**src/rpc_regs.vh**
```
`ifndef RPC_REGS_VH
`define RPC_REGS_VH
`define RPC_ADDR_CTRL 12'h000
`define RPC_ADDR_CFG 12'h004
`define RPC_ADDR_THR 12'h008
`define RPC_ADDR_MAXRUN 12'h00c
`define RPC_ADDR_VDLY 12'h010
`define RPC_ADDR_STAT 12'h014
`define RPC_ADDR_CMD 12'h018
`define RPC_MODE_AUTO 2'h0
`define RPC_MODE_RUN 2'h1
`define RPC_MODE_INHIBIT 2'h2
`define RPC_SRC_GEN 3'h0
`define RPC_SRC_LOADS 3'h2
`define RPC_SRC_MAINS 3'h3
`define RPC_SRC_ALWAYS 3'h4
`define RPC_POS_HYST 2'h0
`define RPC_POS_START 2'h1
`define RPC_POS_STOP 2'h2
`define RPC_EVT_BIT 7
`define RPC_LEVEL_SPN 19'h006e1
`define RPC_THR_ON_RST 16'h0014
`define RPC_THR_OFF_RST 16'h0050
`define RPC_MAXRUN_RST 32'h0000ea60
`define RPC_VDLY_RST 32'h00000032
`define RPC_TICK_NS 1000000
`define RPC_CLK_NS 20
`endif

```
**src/rpc_pump_ctrl.v**
```verilog
// Chosen here: the APB interface to the registers and the placing of the registers.
`include "rpc_regs.vh"
module rpc_pump_ctrl #(
  parameter LEVEL_W = 16,
  parameter [31:0] MAXRUN_RST = `RPC_MAXRUN_RST,
  parameter [31:0] VDLY_RST = `RPC_VDLY_RST,
  parameter [31:0] TICK_NS = `RPC_TICK_NS
) (
  input wire ref_clk,
  input wire nrst,
  input wire clk_en,
  input wire psel,
  input wire penable,
  input wire pwrite,
  input wire [11:0] paddr,
  input wire [31:0] pwdata,
  output wire pready,
  output reg [31:0] prdata,
  output wire pslverr,
  input wire start_level_contact,
  input wire stop_level_contact,
  input wire [LEVEL_W-1:0] can_level,
  input wire [18:0] can_level_spn,
  input wire can_level_valid,
  input wire gen_avail,
  input wire loads_avail,
  input wire mains_avail,
  input wire off_reset_state,
  input wire [7:0] event_log_mask,
  output reg pump_cmd_q,
  output reg valve_cmd_q,
  output reg pump_overrun_prealarm,
  output reg pump_on_event,
  output reg pump_off_event
);
  localparam [31:0] TICK_CYC = TICK_NS / `RPC_CLK_NS;
  // Control register: mode, manual request, alarm acknowledge.
  reg [1:0] mode_q;
  reg man_req_q;
  // Configuration: output functions, contacts present, power source.
  reg pump_output_function_q;
  reg valve_output_function_q;
  reg contacts_cfg_q;
  reg [2:0] src_q;
  reg [LEVEL_W-1:0] thr_on_q;
  reg [LEVEL_W-1:0] thr_off_q;
  reg [31:0] maxrun_q;
  reg [31:0] vdly_q;
  reg [LEVEL_W-1:0] level_q;
  reg [1:0] pos_q;
  reg want_q;
  reg [31:0] tick_cnt_q;
  reg [31:0] run_ms_q;
  reg [31:0] vdly_ms_q;
  reg ack_q;
  wire acc = psel & penable;
  wire wr = acc & pwrite;
  assign pready = 1'b1;
  assign pslverr = 1'b0;
  wire tick = (tick_cnt_q == TICK_CYC - 32'h1);
  // Source availability map; an unsupported code counts as absent.
  reg src_ok;
  always @* begin
    case (src_q)
      `RPC_SRC_GEN: src_ok = gen_avail;
      `RPC_SRC_LOADS: src_ok = loads_avail;
      `RPC_SRC_MAINS: src_ok = mains_avail;
      `RPC_SRC_ALWAYS: src_ok = 1'b1;
      default: src_ok = 1'b0;
    endcase
  end
  // Level position; thresholds assume on below off, which software keeps.
  reg [1:0] pos_d;
  always @* begin
    if (contacts_cfg_q) begin
      if (start_level_contact)
        pos_d = `RPC_POS_START;
      else if (!stop_level_contact)
        pos_d = `RPC_POS_STOP;
      else
        pos_d = `RPC_POS_HYST;
    end else begin
      if (level_q < thr_on_q)
        pos_d = `RPC_POS_START;
      else if (level_q > thr_off_q)
        pos_d = `RPC_POS_STOP;
      else
        pos_d = `RPC_POS_HYST;
    end
  end
  // Demand before the protective gates.
  reg want_d;
  always @* begin
    case (mode_q)
      `RPC_MODE_AUTO: begin
        if (pos_q == `RPC_POS_START)
          want_d = 1'b1;
        else if (pos_q == `RPC_POS_STOP)
          want_d = 1'b0;
        else
          want_d = want_q;
      end
      `RPC_MODE_RUN: want_d = man_req_q & (pos_q != `RPC_POS_STOP);
      `RPC_MODE_INHIBIT: want_d = 1'b0;
      default: want_d = 1'b0;
    endcase
  end
  wire allow = pump_output_function_q & src_ok & ~off_reset_state & ~pump_overrun_prealarm;
  wire run_req = want_q & allow;
  wire vdly_done = (vdly_ms_q >= vdly_q);
  wire pump_d = run_req & (~valve_output_function_q | vdly_done);
  wire valve_d = run_req & valve_output_function_q;
  always @(posedge ref_clk) begin
    if (!nrst) begin
      mode_q <= `RPC_MODE_AUTO;
      man_req_q <= 1'b0;
      pump_output_function_q <= 1'b0;
      valve_output_function_q <= 1'b0;
      contacts_cfg_q <= 1'b0;
      src_q <= `RPC_SRC_ALWAYS;
      thr_on_q <= `RPC_THR_ON_RST;
      thr_off_q <= `RPC_THR_OFF_RST;
      maxrun_q <= MAXRUN_RST;
      vdly_q <= VDLY_RST;
      level_q <= {LEVEL_W{1'b0}};
      pos_q <= `RPC_POS_HYST;
      want_q <= 1'b0;
      tick_cnt_q <= 32'h0;
      run_ms_q <= 32'h0;
      vdly_ms_q <= 32'h0;
      ack_q <= 1'b0;
      pump_cmd_q <= 1'b0;
      valve_cmd_q <= 1'b0;
      pump_overrun_prealarm <= 1'b0;
      pump_on_event <= 1'b0;
      pump_off_event <= 1'b0;
    end else if (clk_en) begin
      ack_q <= 1'b0;
      if (wr) begin
        case (paddr)
          `RPC_ADDR_CTRL: begin
            mode_q <= pwdata[1:0];
            if (pwdata[2] && pos_q != `RPC_POS_STOP)
              man_req_q <= 1'b1;
            if (pwdata[3])
              man_req_q <= 1'b0;
            ack_q <= pwdata[4];
          end
          `RPC_ADDR_CFG: begin
            pump_output_function_q <= pwdata[0];
            valve_output_function_q <= pwdata[1];
            contacts_cfg_q <= pwdata[2];
            src_q <= pwdata[6:4];
          end
          `RPC_ADDR_THR: begin
            thr_on_q <= pwdata[LEVEL_W-1:0];
            thr_off_q <= pwdata[31:32-LEVEL_W];
          end
          `RPC_ADDR_MAXRUN: maxrun_q <= pwdata;
          `RPC_ADDR_VDLY: vdly_q <= pwdata;
          default: ;
        endcase
      end
      if (can_level_valid && can_level_spn == `RPC_LEVEL_SPN)
        level_q <= can_level;
      pos_q <= pos_d;
      want_q <= want_d;
      tick_cnt_q <= tick ? 32'h0 : tick_cnt_q + 32'h1;
      // Valve lead time counts while a run is requested.
      if (!run_req)
        vdly_ms_q <= 32'h0;
      else if (tick && !vdly_done)
        vdly_ms_q <= vdly_ms_q + 32'h1;
      // Run timer measures continuous pump running in milliseconds.
      if (!pump_cmd_q)
        run_ms_q <= 32'h0;
      else if (tick)
        run_ms_q <= run_ms_q + 32'h1;
      // Overrun wins over an acknowledge in the same cycle.
      if (pump_cmd_q && tick && run_ms_q + 32'h1 >= maxrun_q)
        pump_overrun_prealarm <= 1'b1;
      else if (ack_q)
        pump_overrun_prealarm <= 1'b0;
      pump_cmd_q <= pump_d;
      valve_cmd_q <= valve_d;
      pump_on_event <= event_log_mask[`RPC_EVT_BIT] & pump_d & ~pump_cmd_q;
      pump_off_event <= event_log_mask[`RPC_EVT_BIT] & ~pump_d & pump_cmd_q;
    end
  end
  // Zero-wait read mux; unmapped addresses read zero.
  always @* begin
    prdata = 32'h0;
    case (paddr)
      `RPC_ADDR_CTRL: prdata = {29'h0, man_req_q, mode_q};
      `RPC_ADDR_CFG: prdata = {25'h0, src_q, 1'b0, contacts_cfg_q,
        valve_output_function_q, pump_output_function_q};
      `RPC_ADDR_THR: prdata = {thr_off_q, thr_on_q};
      `RPC_ADDR_MAXRUN: prdata = maxrun_q;
      `RPC_ADDR_VDLY: prdata = vdly_q;
      `RPC_ADDR_STAT: prdata = {24'h0, src_ok, pump_overrun_prealarm, pos_q,
        2'h0, valve_cmd_q, pump_cmd_q};
      `RPC_ADDR_CMD: prdata = {30'h0, valve_cmd_q, pump_cmd_q};
      default: prdata = 32'h0;
    endcase
  end
endmodule // rpc_pump_ctrl

```
**config.mk**
```make
export PLATFORM = sky130hd
export DESIGN_NAME = rpc_pump_ctrl
export DESIGN_NICKNAME = d
export VERILOG_FILES = /design/src/rpc_pump_ctrl.v
export VERILOG_INCLUDE_DIRS = /design/src /design/src/src
export SDC_FILE = /design/constraint.sdc
export NUM_CORES = 1
export LEC_CHECK = 0
export BUFFER_PORTS_ARGS = -buffer_cell sky130_fd_sc_hd__buf_2
export CAP_MARGIN = 20
export CORE_MARGIN = 2
export CORE_UTILIZATION = 60
export DETAILED_ROUTE_END_ITERATION = 16
export GPL_ROUTABILITY_DRIVEN = 0
export MAX_ROUTING_LAYER = met4
export PLACE_DENSITY = 0.81
export SLEW_MARGIN = 20
export SYNTH_ARGS = -nofsm -noshare
export SYNTH_HDL_FRONTEND = slang
export SYNTH_SLANG_ARGS = --single-unit
```
**constraint.sdc**
```tcl
create_clock -name ref_clk -period 4 [get_ports ref_clk]
set_input_delay 0.8 -clock ref_clk [delete_from_list [all_inputs] [get_ports ref_clk]]
set_output_delay 0.8 -clock ref_clk [all_outputs]
set_load 0.02 [all_outputs]
```
### After elaboration in Yosys (flattened, before gate mapping)

Cells that the tools add are included.

* logic and storage cells: 109
* bits in registers: 226
* input port bits: 100
* output and inout port bits: 39

* reduce and logical (&&, ||, !) cells: 22
* bitwise logic cells: 19
* mux-type cells: 21
* order comparisons: 4
* add/subtract/negate cells: 3
* equality and inequality tests: 18

Operator list (count)
* case mux 32 bit (7 select lines): 1
* 2-to-1 mux 32 bit: 5
* adder 32 x 1 -> 32 bit, second input constant: 3
* >= comparator 32 bit: 2
* equality test 12 x 5 -> 1 bit, second input constant: 3
* equality test 32 x 16 -> 1 bit, second input constant: 1
* equality test 12 x 4 -> 1 bit, second input constant: 2
* equality test 19 x 11 -> 1 bit, second input constant: 1
* > comparator 16 bit: 1
* < comparator 16 bit: 1
* AND reduction 3 bit: 5
* bitwise AND 1 bit: 13
* equality test 12 x 3 -> 1 bit, second input constant: 1
* logical NOT 12 bit: 1
* 2-to-1 mux 2 bit: 5
* AND reduction 2 bit: 5
* 2-to-1 mux 1 bit: 8
* equality test 3 x 2 -> 1 bit, second input constant: 2
* logical AND 1 bit: 5
* inverter 1 bit: 5
* equality test 2 x 1 -> 1 bit, second input constant: 2
* != test 2 x 1 -> 1 bit, second input constant: 2
* case mux 1 bit (4 select lines): 1
* AND reduction 4 bit: 1
* 10 further kinds: 11

### Logic depth before layout (Yosys ltp)

* depth after elaboration: 10
* gate-level depth with buffers: 16

### Worst setup path before layout

Ideal clock, no wire load.

* path kind: input-to-output
* from: input port paddr[2]
* to: output port prdata[12]
* data required time: 3.200 ns
* path slack: 0.481 ns
* data arrival time: 2.719 ns
* stages on the path: 5
* path through: clkbuf_1 -> buf_1 -> buf_1 -> mux2i_1 -> o21ai_0

* cells in the longest elaborated chain, start to end: 2
* elaborated cells between the ends (all ways): 8
* classes of those cells: eq/ne (6); mux (1); reduce/logical (1)

Ends and longest elaborated chain
* from (decl): line rpc_pump_ctrl.v:15 `input wire [11:0] paddr,`
* equality test 12 x 5 -> 1 bit, or another cell as far along: line rpc_pump_ctrl.v:193 `case (paddr)`
* case mux 32 bit (7 select lines) (*): line rpc_pump_ctrl.v:193
* to (decl): line rpc_pump_ctrl.v:18 `output reg [31:0] prdata,`

Mark *: on every way between the ends. The rest lies on a longest branch, timed or not.

### Final worst setup path

* from: register run_ms_q[0]
* to: register pump_overrun_prealarm

* cells in the longest elaborated chain, start to end: 5
* elaborated cells between the ends (all ways): 6
* classes of those cells: add/sub (1); order compare (1); mux (1); reduce/logical (3)

Ends and longest elaborated chain
* from (decl): line rpc_pump_ctrl.v:53 `reg [31:0] run_ms_q;`
* from (signal assigned): line rpc_pump_ctrl.v:178 `run_ms_q <= run_ms_q + 32'h1;`
* adder 32 x 1 -> 32 bit (*): line rpc_pump_ctrl.v:180 `if (pump_cmd_q && tick && run_ms_q + 32'h1 >= maxrun_q)`
* >= comparator 32 bit (*): line rpc_pump_ctrl.v:180
* logical AND 1 bit (*): line rpc_pump_ctrl.v:180
* nonzero test 2 bit (no line)
* AND reduction 2 bit (no line)
* to (signal assigned): line rpc_pump_ctrl.v:134 `pump_overrun_prealarm <= 1'b0;`
* to (signal assigned): line rpc_pump_ctrl.v:181 `pump_overrun_prealarm <= 1'b1;`
* to (signal assigned): line rpc_pump_ctrl.v:183 `pump_overrun_prealarm <= 1'b0;`
* to (decl): line rpc_pump_ctrl.v:32 `output reg pump_overrun_prealarm,`

Marks and branches as above.
A chain may end at the register's enable or synchronous reset.

==> impl_metrics.py <==
metrics = {
    "worst_setup_path": {
        "required_ns": 4.38,
        "crit_path_start_kind": "flop",
        "r2r_end": "pump_overrun_prealarm",
        "ff2ff_setup_slack_ns": 0.31,
        "worstSetupEndpointType": "flop",
        "slowest_stage": "dfxtp_1",
        "crit_family": "compound AO/OA/AOI/OAI gates",
        "startpoint": "run_ms_q[0]",
        "cp_max_fo": 6,
        "slowest_delay_ns": 0.43,
        "reg2reg_from": "run_ms_q[0]",
        "path_cells": "ha_1 > inv_1 > nor4_2 > and3_1 > and3_1 > xor2_1 > ha_1 > a21o_1 > a221o_1 > a221oi_1 > o21ai_0 > a21oi_1 > a2bb2oi_1 > o22ai_1",
        "worstSetupPathType": "flop to flop",
        "path_buf_inv": 1,
        "worst-r2r-cell-count": 14,
        "critPathArrivalTime_ns": 4.07,
    },
    "sta": {
        "finalCritPeriodShare": 0.923,
        "tns_ns": 0,
        "hold_viol": 0,
        "hold_ws_ns": 0.463,
        "tightestPinTransition_ns": 0.692,
        "max_slew_margin": 0.538,
        "finalSetupViolCount": 0,
        "fin_crit_ns": 3.69,
        "fmax_mhz": 271,
        "rsz0062_at_grt": "no",
        "skew_ns": 0.00816,
        "final.setup.worst_slack_ns": 0.310,
        "final_max_slew_viol_count": 0,
    },
    "worst_hold_path": {
        "hold_depth": 2,
        "hold_end": "pump_on_event",
        "hp-class": "flop to flop",
        "hold_path_startpoint": "pump_on_event",
    },
    "yosys": {
        "synthTopCellsByArea": "dfxtp_1, ha_1, nand2_1",
        "netlist_area_sq_um": 13100,
        "synth_top_area_share": 0.345,
        "synthArstFlopShare": 0,
        "avgSynthCellArea_sq_um": 7.88,
        "synth_cell_types": 73,
        "ys_ff_latch": 226,
        "synth_nets": 1865,
        "syn_inst": 1665,
        "synthFlopType": "dfxtp_1",
        "synth_warnings": 0,
        "yosysTopAreaCell": "dfxtp_1",
        "yosysSeqAreaShare": 0.345,
        "synth_edf_count": 0,
    },
    "floorplanning": {
        "core_sq_um": 21600,
        "pin_count": 139,
        "rows": 54,
        "die_area_sq_um": 23100,
        "initial_core_util": 0.607,
        "dieWidth_um": 152,
        "die_h_um": 152,
    },
    "grt": {
        "use_met3": 0.0553,
        "grt_pass1_vias": 12076,
        "met1_usage": 0.417,
        "antenna_found_initial": 1,
        "grt-ovfl-total": 0,
        "grt.busiest_layer": "met2",
        "grt_pass1_wl_um": 62500,
        "grt_util_met2": 0.527,
        "grtUsageTotal": 0.339,
        "grt_max_degree": 61,
    },
    "layout": {
        "fin_area_sq_um": 15000,
        "syn_to_final_growth_pct": 14.1,
        "final_cells": 2072,
        "fillers": 1754,
        "drive_gt1_frac": 0.134,
        "layout.nets": 1973,
    },
    "power": {
        "leakagePower_nw": 6.08,
        "peakVddDrop_mv": 0.288,
        "p_per_area_nw_per_um2": 322,
    },
    "drt": {
        "ant_nets": 0,
        "drc": 0,
        "drtPass1Iterations": 5,
        "vias_per_cell": 6.19,
        "wirelength_um": 39400,
        "wl_per_cell_um": 19.0,
        "num_vias": 12816,
        "drt-initial-drc-count": 1114,
    },
    "clock_tree": {
        "cts_buffers": 25,
        "clk_latency_ns": 0.53,
        "cts_max_level": 1,
        "cts_sinks": 226,
        "clk_pin_slew_ns": 0.06,
        "cts_tree": "yes",
        "cts_buffer_depth": 3,
        "root_buffer": "clkbuf_16",
    },
    "placement": {
        "place_ws_ns": 0.332,
        "dpl_cell_area_sq_um": 14100,
        "dp.cells": 2023,
        "dp_hpwl_um": 28500,
        "port_buffers": 129,
    },
    "flow_run": {
        "cap_violations": 0,
    },
    "status": {
        "status": "complete, no violations",
    },
}
sequential cells by signal (all words and copies together) (netlist names), 2 cells and up:
register,cells
maxrun_q,32
run_ms_q,32
tick_cnt_q,32
vdly_ms_q,32
vdly_q,32
level_q,16
thr_off_q,16
thr_on_q,16
src_q,3
mode_q,2
pos_q,2
what timing repair did:
item	CTS	global route
hold buffers	0	0
setup buffers	0	3
resized for setup	0	2
setup endpoints to repair	0	1
power breakdown:
part           switching [mW]  internal [mW]
clock                   0.947           1.41
sequential            0.00403           2.25
combinational           0.140         0.0691
cell type report:
class	instances	area, sq um	area share
multi-input combinational	1234	7850	0.524
antenna	1	2.50	0.000167
inverter	116	438	0.0292
sequential	226	4520	0.302
clock inverter	6	83.8	0.00560
clock buffer	39	748	0.0500
timing repair buffer	170	978	0.0654
tap	280	350	0.0234
worst max-delay path by stage:
stage                            endpoint  slack (ns)  depth (start not counted)
CTS                 pump_overrun_prealarm        0.27                         12
detailed placement  pump_overrun_prealarm        0.33                         12
global route        pump_overrun_prealarm        0.04                         13
finish              pump_overrun_prealarm        0.31                         14
floorplan                      prdata[12]        0.48                          5
global placement    pump_overrun_prealarm        0.39                         12
worst min-delay path: stages, from the launching register on:
cell	delay (ns)
dfxtp_1	0.31
nand2_1	0.06
a21oi_1	0.05
stage by stage:
| stage | util | power (mW) |
|---|---|---|
| after floorplan | - | 2.41 |
| after global placement | 0.652 | 2.51 |
| after detailed placement | 0.652 | 2.51 |
| after CTS | 0.691 | 4.83 |
| after global routing | 0.692 | 4.94 |
| final | 0.692 | 4.82 |
cells in the mapped netlist, types with 22 or more instances:
cell	instances
xor2_1	36
nor3_1	22
dfxtp_1	226
inv_1	116
nand4_1	37
ha_1	100
a21oi_1	146
nand3_1	52
nor2_1	134
mux2i_1	59
clkbuf_1	75
o21ai_0	60
nand2_1	292
xnor2_1	28
a21o_1	25
metal layers:
| metal | wire, um | vias up | part of all wire |
|---|---|---|---|
| met5 | 0 | - | 0 |
| met4 | 2560 | 0 | 0.065 |
| met3 | 3060 | 146 | 0.078 |
| met2 | 17900 | 590 | 0.46 |
| met1 | 15800 | 6021 | 0.40 |
| li1 | - | 6059 | - |
logic make-up after synthesis:
logic type,count (synthesis),synth area share
other cells,2,0.000572
fa+ha+maj,100,0.0953
mux,63,0.0510
simple gates,660,0.238
buf+inv,205,0.0609
flops,226,0.345
compound gates,345,0.167
xor+xnor,64,0.0427
cell usage in the layout, fill, tap and decap left out, drive strengths merged, types with 24 or more instances in the layout:
cell type / count
clkbuf: 39
nand4: 38
nor4: 25
ha: 100
xnor2: 28
nand2: 292
buf: 170
dfxtp: 226
nor3: 24
a21oi: 146
mux2i: 59
a21o: 25
o21ai: 60
nand3: 53
xor2: 36
inv: 117
nor2: 134
(Power assumes the default switching activity.)
